[config.mk]
export PLATFORM = sky130hd
export DESIGN_NAME = cpu_int_unit
export DESIGN_NICKNAME = d
export VERILOG_FILES = /design/src/inc/cpu_int_pkg.sv /design/src/verilog/pin_sync.sv /design/src/verilog/cpu_int_unit.sv
export SDC_FILE = /design/constraint.sdc
export NUM_CORES = 1
export LEC_CHECK = 0
export ABC_AREA = 0
export BUFFER_PORTS_ARGS = -buffer_cell sky130_fd_sc_hd__buf_2
export CORE_UTILIZATION = 50
export CTS_BUF_LIST = sky130_fd_sc_hd__clkbuf_8
export DETAILED_ROUTE_END_ITERATION = 8
export PLACE_DENSITY = 0.81
export SLEW_MARGIN = 20
export SYNTH_ARGS = -nofsm -noshare
export SYNTH_HDL_FRONTEND = slang
export SYNTH_SLANG_ARGS = --single-unit
[constraint.sdc]
create_clock -name aclk -period 3.09 [get_ports aclk]
set_input_delay 0.618 -clock aclk [delete_from_list [all_inputs] [get_ports aclk]]
set_output_delay 0.618 -clock aclk [all_outputs]
set_load 0.01 [all_outputs]
[src/inc/cpu_int_pkg.sv]
// Constants, types and register map of the interrupt and serial bit unit.
// Assumes a single 20 MHz clock and an AXI4-Lite master on the register side.
//
// Functional notes
// - Five request inputs: one unmaskable, four maskable
// - Three restart inputs each own a mask
// - Maskable taken only when enabled and unmasked
// - Unmaskable input ignores enable and masks
// - Two lower restart inputs are level sensitive
// - Rising edge latches top restart request
// - Edge latch cleared by service, mask-set or reset
// - Edge latch sets even while masked
// - Fixed priority: unmaskable, edge, high, low, general
// - Priority ignores currently running handler
// - Unmaskable re-armed only by a low level
// - Any service clears global enable
// - First mask-read after unmaskable shows saved enable
// - Mask-read after maskable service shows disabled
// - Mask-read samples serial in; mask-set drives out
// - Serial input bit lands in bit 7
// - Vectors 24H, 3CH, 34H, 2CH; counter pushed first
// - All request inputs synchronised before evaluation
// - Reset clears global enable

package cpu_int_pkg;

   // ----------------------------------------
   // Register offsets (byte addresses)
   // ----------------------------------------
   localparam logic [7:0] OFF_MASK_SET = 8'h00;
   localparam logic [7:0] OFF_MASK_READ = 8'h04;
   localparam logic [7:0] OFF_ENABLE = 8'h08;

   // ----------------------------------------
   // Mask-set word fields
   // ----------------------------------------
   localparam int SET_MASK_LSB = 0;
   localparam int SET_MASK_ENABLE = 3;
   localparam int SET_EDGE_CLEAR = 4;
   localparam int SET_SERIAL_ENABLE = 6;
   localparam int SET_SERIAL_DATA = 7;

   // ----------------------------------------
   // Mask-read word fields
   // ----------------------------------------
   localparam int RD_MASK_LSB = 0;
   localparam int RD_ENABLE = 3;
   localparam int RD_PEND_LO = 4;
   localparam int RD_PEND_HI = 5;
   localparam int RD_PEND_EDGE = 6;
   localparam int RD_SERIAL_BIT = 7;

   // Enable word: bit 0 set enables, clear disables
   localparam int EN_BIT = 0;

   // Mask bit order inside the three-bit mask
   localparam int MASK_LO = 0;
   localparam int MASK_HI = 1;
   localparam int MASK_EDGE = 2;

   // ----------------------------------------
   // Reset values
   // ----------------------------------------
   localparam logic [2:0] MASK_RESET = 3'h7;
   localparam logic SERIAL_OUT_RESET = 1'h0;

   // ----------------------------------------
   // Restart vectors
   // ----------------------------------------
   localparam logic [7:0] VEC_NMI = 8'h24;
   localparam logic [7:0] VEC_EDGE = 8'h3C;
   localparam logic [7:0] VEC_LEVEL_HI = 8'h34;
   localparam logic [7:0] VEC_LEVEL_LO = 8'h2C;
   // General request: the core fetches the vector from outside
   localparam logic [7:0] VEC_NONE = 8'h00;

   // ----------------------------------------
   // Bus answers
   // ----------------------------------------
   localparam logic [1:0] RESP_OKAY = 2'h0;
   localparam logic [1:0] RESP_SLVERR = 2'h2;

   // ----------------------------------------
   // Types
   // ----------------------------------------
   typedef enum logic [2:0] {
      SRC_NONE,
      SRC_NMI,
      SRC_EDGE,
      SRC_LEVEL_HI,
      SRC_LEVEL_LO,
      SRC_GENERAL
   } src_e;

   typedef struct packed {
      logic nmi;
      logic edge_rst;
      logic level_hi;
      logic level_lo;
      logic general;
   } int_pins_s;

endpackage : cpu_int_pkg

[src/verilog/pin_sync.sv]
// Three-stage synchroniser with agreement filter for asynchronous pins.
// Assumes pins are free running and unrelated to aclk.
`timescale 1ns/10ps

module pin_sync #(
   parameter int WIDTH = 1
) (
   input wire logic aclk,
   input wire logic aresetn,
   input wire logic [WIDTH-1:0] pin_in,
   output logic [WIDTH-1:0] level_q
);

   if (WIDTH < 1) begin : g_bad_width
      $error("pin_sync needs WIDTH of at least 1");
   end

   logic [WIDTH-1:0] stage1_q;
   logic [WIDTH-1:0] stage2_q;
   logic [WIDTH-1:0] stage3_q;
   logic [WIDTH-1:0] agree;
   logic [WIDTH-1:0] level_d;

   // Stage 1 feeds stage 2 only; the filter looks at stages 2 and 3
   assign agree = ~(stage2_q ^ stage3_q);
   assign level_d = (agree & stage3_q) | (~agree & level_q);

   always_ff @(posedge aclk) begin
      if (!aresetn) begin
         stage1_q <= '0;
         stage2_q <= '0;
         stage3_q <= '0;
         level_q <= '0;
      end else begin
         stage1_q <= pin_in;
         stage2_q <= stage1_q;
         stage3_q <= stage2_q;
         level_q <= level_d;
      end
   end

endmodule : pin_sync

[src/verilog/cpu_int_unit.sv]
// Interrupt recognition, priority and serial bit unit with AXI4-Lite registers.
// Assumes the core pulses the acknowledge for one cycle when it takes the
// presented request, and that request pins are asynchronous to aclk.
//
// The AXI4-Lite interface to the registers and the address map were chosen for this implementation.
`timescale 1ns/10ps

module cpu_int_unit #(
   parameter int ADDR_W = 4
) (
   input wire logic aclk,
   input wire logic aresetn,
   input wire logic [ADDR_W-1:0] awaddr,
   input wire logic awvalid,
   output logic awready,
   input wire logic [31:0] wdata,
   input wire logic [3:0] wstrb,
   input wire logic wvalid,
   output logic wready,
   output logic [1:0] bresp,
   output logic bvalid,
   input wire logic bready,
   input wire logic [ADDR_W-1:0] araddr,
   input wire logic arvalid,
   output logic arready,
   output logic [31:0] rdata,
   output logic [1:0] rresp,
   output logic rvalid,
   input wire logic rready,
   input wire cpu_int_pkg::int_pins_s int_pins,
   input wire logic serial_bit_in,
   input wire logic int_acknowledge_strobe,
   output logic int_request,
   output logic [7:0] int_vector,
   output logic int_general,
   output logic serial_bit_out
);

   if (ADDR_W < 4 || ADDR_W > 32) begin : g_bad_addr
      $error("cpu_int_unit needs ADDR_W between 4 and 32");
   end

   // ----------------------------------------
   // Pin synchronisation
   // ----------------------------------------
   logic [5:0] sync_level;
   cpu_int_pkg::int_pins_s pins_s;
   logic serial_s;

   pin_sync #(
      .WIDTH(6)
   ) u_pin_sync (
      .aclk(aclk),
      .aresetn(aresetn),
      .pin_in({int_pins, serial_bit_in}),
      .level_q(sync_level)
   );

   assign pins_s = cpu_int_pkg::int_pins_s'(sync_level[5:1]);
   assign serial_s = sync_level[0];

   // ----------------------------------------
   // State
   // ----------------------------------------
   logic ie_q;
   logic saved_ie_q;
   logic report_saved_q;
   logic [2:0] mask_q;
   logic edge_latch_q;
   logic edge_prev_q;
   logic nmi_armed_q;
   logic serial_out_q;
   cpu_int_pkg::src_e src_q;

   // ----------------------------------------
   // Bus slave state
   // ----------------------------------------
   logic aw_got_q;
   logic w_got_q;
   logic ar_got_q;
   logic [ADDR_W-1:0] aw_addr_q;
   logic [ADDR_W-1:0] ar_addr_q;
   logic [7:0] w_byte_q;
   logic w_lane0_q;

   // ----------------------------------------
   // Register decode
   // ----------------------------------------
   logic wr_fire;
   logic rd_fire;
   logic sel_set_w;
   logic sel_read_w;
   logic sel_en_w;
   logic sel_set_r;
   logic sel_read_r;
   logic sel_en_r;
   logic wr_mapped;
   logic rd_mapped;
   logic set_fire;
   logic en_fire;
   logic read_fire;

   assign wr_fire = aw_got_q & w_got_q & ~bvalid;
   assign rd_fire = ar_got_q & ~rvalid;
   assign sel_set_w = aw_addr_q == ADDR_W'(cpu_int_pkg::OFF_MASK_SET);
   assign sel_read_w = aw_addr_q == ADDR_W'(cpu_int_pkg::OFF_MASK_READ);
   assign sel_en_w = aw_addr_q == ADDR_W'(cpu_int_pkg::OFF_ENABLE);
   assign sel_set_r = ar_addr_q == ADDR_W'(cpu_int_pkg::OFF_MASK_SET);
   assign sel_read_r = ar_addr_q == ADDR_W'(cpu_int_pkg::OFF_MASK_READ);
   assign sel_en_r = ar_addr_q == ADDR_W'(cpu_int_pkg::OFF_ENABLE);
   // Mask-read word is read only; a write to it is an error
   assign wr_mapped = sel_set_w | sel_en_w;
   assign rd_mapped = sel_set_r | sel_read_r | sel_en_r;
   // All fields live in byte 0, so lane 0 alone carries the effect
   assign set_fire = wr_fire & w_lane0_q & sel_set_w;
   assign en_fire = wr_fire & w_lane0_q & sel_en_w;
   assign read_fire = rd_fire & sel_read_r;

   // ----------------------------------------
   // Request qualification
   // ----------------------------------------
   logic edge_rise;
   logic nmi_active;
   logic edge_active;
   logic hi_active;
   logic lo_active;
   logic gen_active;
   logic ack_take;
   logic take_nmi;
   logic take_edge;
   logic edge_clear_cmd;

   assign edge_rise = pins_s.edge_rst & ~edge_prev_q;
   assign nmi_active = nmi_armed_q & pins_s.nmi;
   assign edge_active = edge_latch_q & ~mask_q[cpu_int_pkg::MASK_EDGE] & ie_q;
   assign hi_active = pins_s.level_hi & ~mask_q[cpu_int_pkg::MASK_HI] & ie_q;
   assign lo_active = pins_s.level_lo & ~mask_q[cpu_int_pkg::MASK_LO] & ie_q;
   assign gen_active = pins_s.general & ie_q;

   // Acknowledge only counts against the request being presented
   assign ack_take = int_acknowledge_strobe & int_request;
   assign take_nmi = ack_take & (src_q == cpu_int_pkg::SRC_NMI);
   assign take_edge = ack_take & (src_q == cpu_int_pkg::SRC_EDGE);
   assign edge_clear_cmd = set_fire & w_byte_q[cpu_int_pkg::SET_EDGE_CLEAR];

   // ----------------------------------------
   // Fixed priority select
   // ----------------------------------------
   cpu_int_pkg::src_e src_d;
   logic [7:0] vector_d;
   logic req_d;

   // No record of the running handler, so nesting follows re-enable alone
   assign src_d = nmi_active ? cpu_int_pkg::SRC_NMI :
                  edge_active ? cpu_int_pkg::SRC_EDGE :
                  hi_active ? cpu_int_pkg::SRC_LEVEL_HI :
                  lo_active ? cpu_int_pkg::SRC_LEVEL_LO :
                  gen_active ? cpu_int_pkg::SRC_GENERAL :
                  cpu_int_pkg::SRC_NONE;

   assign vector_d = nmi_active ? cpu_int_pkg::VEC_NMI :
                     edge_active ? cpu_int_pkg::VEC_EDGE :
                     hi_active ? cpu_int_pkg::VEC_LEVEL_HI :
                     lo_active ? cpu_int_pkg::VEC_LEVEL_LO :
                     cpu_int_pkg::VEC_NONE;

   // Drop the request for the cycle after an acknowledge so the stale
   // winner cannot be taken twice; levels re-qualify from live pins
   assign req_d = (src_d != cpu_int_pkg::SRC_NONE) & ~ack_take;

   // ----------------------------------------
   // Read data
   // ----------------------------------------
   logic [31:0] read_word;
   logic [31:0] set_word;
   logic [31:0] en_word;
   logic [31:0] rd_word;
   logic shown_ie;

   // First read after an unmaskable service shows the enable it interrupted
   assign shown_ie = report_saved_q ? saved_ie_q : ie_q;

   always_comb begin
      read_word = '0;
      read_word[cpu_int_pkg::RD_MASK_LSB +: 3] = mask_q;
      read_word[cpu_int_pkg::RD_ENABLE] = shown_ie;
      read_word[cpu_int_pkg::RD_PEND_LO] = pins_s.level_lo;
      read_word[cpu_int_pkg::RD_PEND_HI] = pins_s.level_hi;
      read_word[cpu_int_pkg::RD_PEND_EDGE] = edge_latch_q;
      read_word[cpu_int_pkg::RD_SERIAL_BIT] = serial_s;
   end

   always_comb begin
      set_word = '0;
      set_word[cpu_int_pkg::SET_MASK_LSB +: 3] = mask_q;
      set_word[cpu_int_pkg::SET_SERIAL_DATA] = serial_out_q;
   end

   always_comb begin
      en_word = '0;
      en_word[cpu_int_pkg::EN_BIT] = ie_q;
   end

   assign rd_word = sel_read_r ? read_word :
                    sel_set_r ? set_word :
                    sel_en_r ? en_word :
                    32'h0000_0000;

   // ----------------------------------------
   // Global enable and saved enable
   // ----------------------------------------
   logic ie_d;
   logic report_saved_d;

   // Acceptance beats a same-cycle enable write: the service disables
   assign ie_d = ack_take ? 1'b0 :
                 en_fire ? w_byte_q[cpu_int_pkg::EN_BIT] :
                 ie_q;

   // A fresh unmaskable service wins over a same-cycle read clearing it
   assign report_saved_d = take_nmi ? 1'b1 :
                           read_fire ? 1'b0 :
                           report_saved_q;

   always_ff @(posedge aclk) begin
      if (!aresetn) begin
         ie_q <= 1'b0;
         saved_ie_q <= 1'b0;
         report_saved_q <= 1'b0;
      end else begin
         ie_q <= ie_d;
         report_saved_q <= report_saved_d;
         if (take_nmi) begin
            saved_ie_q <= ie_q;
         end
      end
   end

   // ----------------------------------------
   // Edge latch and unmaskable arming
   // ----------------------------------------
   logic edge_latch_d;
   logic nmi_armed_d;

   // Set wins; masking does not stop the latch from catching the edge
   assign edge_latch_d = edge_rise ? 1'b1 :
                         (take_edge | edge_clear_cmd) ? 1'b0 :
                         edge_latch_q;

   // Re-armed by a low level; a taken request disarms until then
   assign nmi_armed_d = ~pins_s.nmi ? 1'b1 :
                        take_nmi ? 1'b0 :
                        nmi_armed_q;

   always_ff @(posedge aclk) begin
      if (!aresetn) begin
         edge_latch_q <= 1'b0;
         edge_prev_q <= 1'b0;
         nmi_armed_q <= 1'b0;
      end else begin
         edge_latch_q <= edge_latch_d;
         edge_prev_q <= pins_s.edge_rst;
         nmi_armed_q <= nmi_armed_d;
      end
   end

   // ----------------------------------------
   // Masks and serial output
   // ----------------------------------------
   logic mask_load;
   logic serial_load;

   assign mask_load = set_fire & w_byte_q[cpu_int_pkg::SET_MASK_ENABLE];
   assign serial_load = set_fire & w_byte_q[cpu_int_pkg::SET_SERIAL_ENABLE];

   always_ff @(posedge aclk) begin
      if (!aresetn) begin
         mask_q <= cpu_int_pkg::MASK_RESET;
         serial_out_q <= cpu_int_pkg::SERIAL_OUT_RESET;
      end else begin
         if (mask_load) begin
            mask_q <= w_byte_q[cpu_int_pkg::SET_MASK_LSB +: 3];
         end
         if (serial_load) begin
            serial_out_q <= w_byte_q[cpu_int_pkg::SET_SERIAL_DATA];
         end
      end
   end

   assign serial_bit_out = serial_out_q;

   // ----------------------------------------
   // Request outputs to the core
   // ----------------------------------------
   always_ff @(posedge aclk) begin
      if (!aresetn) begin
         int_request <= 1'b0;
         int_vector <= cpu_int_pkg::VEC_NONE;
         int_general <= 1'b0;
         src_q <= cpu_int_pkg::SRC_NONE;
      end else begin
         int_request <= req_d;
         int_vector <= vector_d;
         int_general <= req_d & (src_d == cpu_int_pkg::SRC_GENERAL);
         src_q <= req_d ? src_d : cpu_int_pkg::SRC_NONE;
      end
   end

   // ----------------------------------------
   // AXI4-Lite write channel
   // ----------------------------------------
   // One write in flight; ready drops once each half is held
   always_ff @(posedge aclk) begin
      if (!aresetn) begin
         aw_got_q <= 1'b0;
         w_got_q <= 1'b0;
         awready <= 1'b1;
         wready <= 1'b1;
         aw_addr_q <= '0;
         w_byte_q <= 8'h00;
         w_lane0_q <= 1'b0;
         bvalid <= 1'b0;
         bresp <= cpu_int_pkg::RESP_OKAY;
      end else begin
         if (awvalid && awready) begin
            aw_got_q <= 1'b1;
            awready <= 1'b0;
            aw_addr_q <= awaddr;
         end
         if (wvalid && wready) begin
            w_got_q <= 1'b1;
            wready <= 1'b0;
            w_byte_q <= wdata[7:0];
            w_lane0_q <= wstrb[0];
         end
         if (wr_fire) begin
            aw_got_q <= 1'b0;
            w_got_q <= 1'b0;
            bvalid <= 1'b1;
            bresp <= wr_mapped ? cpu_int_pkg::RESP_OKAY : cpu_int_pkg::RESP_SLVERR;
         end
         if (bvalid && bready) begin
            bvalid <= 1'b0;
            awready <= 1'b1;
            wready <= 1'b1;
         end
      end
   end

   // ----------------------------------------
   // AXI4-Lite read channel
   // ----------------------------------------
   // The mask-read side effect happens once, when the data is captured
   always_ff @(posedge aclk) begin
      if (!aresetn) begin
         ar_got_q <= 1'b0;
         arready <= 1'b1;
         ar_addr_q <= '0;
         rvalid <= 1'b0;
         rdata <= 32'h0000_0000;
         rresp <= cpu_int_pkg::RESP_OKAY;
      end else begin
         if (arvalid && arready) begin
            ar_got_q <= 1'b1;
            arready <= 1'b0;
            ar_addr_q <= araddr;
         end
         if (rd_fire) begin
            ar_got_q <= 1'b0;
            rvalid <= 1'b1;
            rdata <= rd_word;
            rresp <= rd_mapped ? cpu_int_pkg::RESP_OKAY : cpu_int_pkg::RESP_SLVERR;
         end
         if (rvalid && rready) begin
            rvalid <= 1'b0;
            arready <= 1'b1;
         end
      end
   end

endmodule : cpu_int_unit

==> impl_metrics.toml <==
[finish]
layout.cells.most_common = "dfxtp_1"
multi_input_area_sq_um = 1150
area.growth.synth_to_final_pct = 14.7
antenna_cells_inserted = 0
fillers = 481
regArea_sq_um = 1520
post_route_cells_drive_above_1_share_pct = 21.0
mostFrequentLayoutCells = "dfxtp_1 (76), buf_2 (51), nand2_1 (38), a21oi_1 (36), conb_1 (30)"
finish.net_count = 424

[global_route]
first_global_vias = 2002
global_routing_usage_summed_across_all_routing_layers_pct = 18.7
grt_start_max_net_pins = 39
globalRouteOverflowTotal = 0
antenna_violations_before_repair = 0
grt_pass1_wl_mm = 8.65

[drt]
vias = 2168
wl_per_cell_microns = 11.4
wl_mm = 5.06
detail_route.vias_per_cell = 4.89
route.detailed.drc = 0
maxUsedRoutingLayer = "met4"
met3WireLength_microns = 317
detail-route-antenna-nets = 0
drt-met1-wl_mm = 2.31
firstDrtPassIters = 4
routed-wl-met2_mm = 2.36
first_iter_violations = 95

[synth]
synth.area.mux_share_pct = 2.82
yosysTopAreaCell = "dfxtp_1"
synth_simple_gate_area_share_pct = 21.1
async_flop_share_pct = 0
synth.top_cells.by_area = "dfxtp_1 (53%), buf_4 (8.3%), a21oi_1 (6.2%)"
xor_xnor_cell_area_share_of_the_yosys_netlist_pct = 0
synth-edff-count = 0
synth_sequential_area_ratio_pct = 52.7
yosys_register_bits = 76
share_of_the_synthesized_area_in_compound_gates_ao_oa_aoi_oai_pct = 12.1
main_combinational_cell_family_by_area_after_synthesis = "simple AND/OR/NAND/NOR gates"
synthDistinctLibCells = 38
syn-mean-instance-area_sq_um = 9.11
netlist_area_sq_um = 2890
synthCells = 317
number_of_synthesis_warnings = 0
post_synth_fa_ha_maj_area_fraction_pct = 0
synth_largest_type_area_fraction_pct = 52.7
synth_top_flop_cell = "dfxtp_1"

[die]
floorplan.rows = 27
core_region_area_sq_um = 5540
initial_core_util_pct = 52.1
die_height_microns = 78.0
die_w_microns = 78.0
num_io_pins = 110
die_area_sq_um = 6080

[timing]
setup_viol = 0
final.setup_skew_ns = 0.00980
tns_ns = 0
post-route-min-period_ns = 1.69
fmax_ghz = 0.591
finalWorstSetupSlack_ns = 1.40
timing_max_transition_violations_final = 0
rsz0062_at_grt = "no"
fin_crit_sh_pct = 54.8
finalHoldViolCount = 0
finalHoldWorstSlack_ns = 0.428

[setup_path]
worst-endpoint-required_ns = 3.32
worst_path_largest_cell_delay_ns = 0.35
ff2ff_setup_slack_ns = 1.75
worstPathCellList = "buf_2, clkinv_1, buf_4, a21oi_1, o21ai_0"
maximum_fanout_count_along_the_critical_path = 38
arrival_ns = 1.92
worstRegToRegCells = 4
timing.critical_path.to_type = "register"
worstSetupPathType = "in2reg"
slowest_stage = "buf_2"
crit_reg_reg_startpoint = "bvalid"
timing.rr.end = "serial_bit_out"
critical_path.startpoint_type = "primary input"
endpoint = "awready"
startpoint = "aresetn"

[run]
max_cap_violations = 0

[min_path]
hp_start = "edge_prev_q"
worst_hold_path_type = "reg2reg"

[clock_tree]
clockRootBuffer = "clkbuf_8"
clock_path_buffers = 2
cts-htree-levels = 3
postCtsHoldBufs = 0
cts_resized = 0
numCtsBuffers = 9
cts_tree = "built"
worst_setup_hold_path_clk_slew_ns = 0.08
post_cts_setup_buffer_count = 0
clock_latency_ns = 0.35
total_clock_sinks = 76

[placed_design]
buffer_ports.inserted = 51
pre_cts_slack_ns = 1.03
finalWeightedCongestion = 0.842
dp_hpwl_mm = 3.53

[pwr]
power.static_leakage_nw = 1.45
powerDensity_nw_per_um2 = 629
worst_ir_drop_vdd_uv = 289

[status]
status = "finished, final reports clean"
## report_power, final
part,internal [mW],switching (mW),leakage [nW]
logic,0.0494,0.0790,0.710
registers,1.01,0.0257,0.621
clock network,0.558,0.356,0.122
total,1.62,0.461,1.45
## synthesized netlist by cell type, types with 3 or more instances
cell type / number
nor3_1: 3
inv_1: 9
o21ai_0: 13
a22oi_1: 7
buf_2: 4
a21oi_1: 36
and2_1: 18
nor2_1: 16
buf_4: 32
nand2_1: 38
dfxtp_1: 76
clkbuf_1: 7
nand2b_1: 4
nand3_1: 20
mux2i_1: 7
## state kept, by name, summed over array words and instances (netlist names), 3 cells and up, named ones only
signal               count
ar_addr_q                4
aw_addr_q                4
int_vector               3
mask_q                   3
rdata                    8
src_q                    3
u_pin_sync.stage1_q      6
u_pin_sync.stage2_q      6
u_pin_sync.stage3_q      6
w_byte_q                 7
## critical path, delay by kind of cell
kind	cells	cell delay, ns
buffers and inverters	3	0.90
AOI/OAI and AO/OA	2	0.37
## worst min-delay path by stage
stage | to | slack (ns) | cells past startpoint
final | edge_latch_q | 0.43 | 1
after global placement | edge_latch_q | 0.41 | 1
after floorplan | edge_latch_q | 0.41 | 1
after detailed placement | u_pin_sync.stage2_q[1] | 0.42 | 1
after CTS | edge_latch_q | 0.43 | 1
after global routing | edge_latch_q | 0.45 | 1
## layer usage
layer / up-vias / global-route usage [%]
met2: 80 / 30.9
met1: 977 / 21.5
met3: 6 / 5.76
met4: 0 / 10.2
li1: 1105 / -
met5: - / 0
## kinds of logic (layout without fill, tap and decap cells)
logic type             count (synthesis)  after routing
AND/OR/NAND/NOR                      116            116
flip-flops                            76             76
AO/OA/AOI/OAI                         63             63
buffers and inverters                 53             78
multiplexers                           8              8
other                                  1             30
## stage by stage
step	total power [mW]	cell area, sq um	instances	util [%]
finish	2.08	3310	443	59.8
global route	2.16	3310	443	59.8
CTS	2.10	3310	443	59.8
detailed placement	1.19	3060	427	55.3
global placement	1.18	3060	427	55.3
floorplan	1.17	3000	346	-
## final cells by class
class	count	share of cell area [%]
multi-input combinational	217	34.8
sequential	76	45.9
timing repair buffer	52	7.93
inverter	10	1.13
tap	72	2.72
clock inverter	6	3.36
clock buffer	10	4.16
No activity file was read; power rests on OpenSTA's default activity.
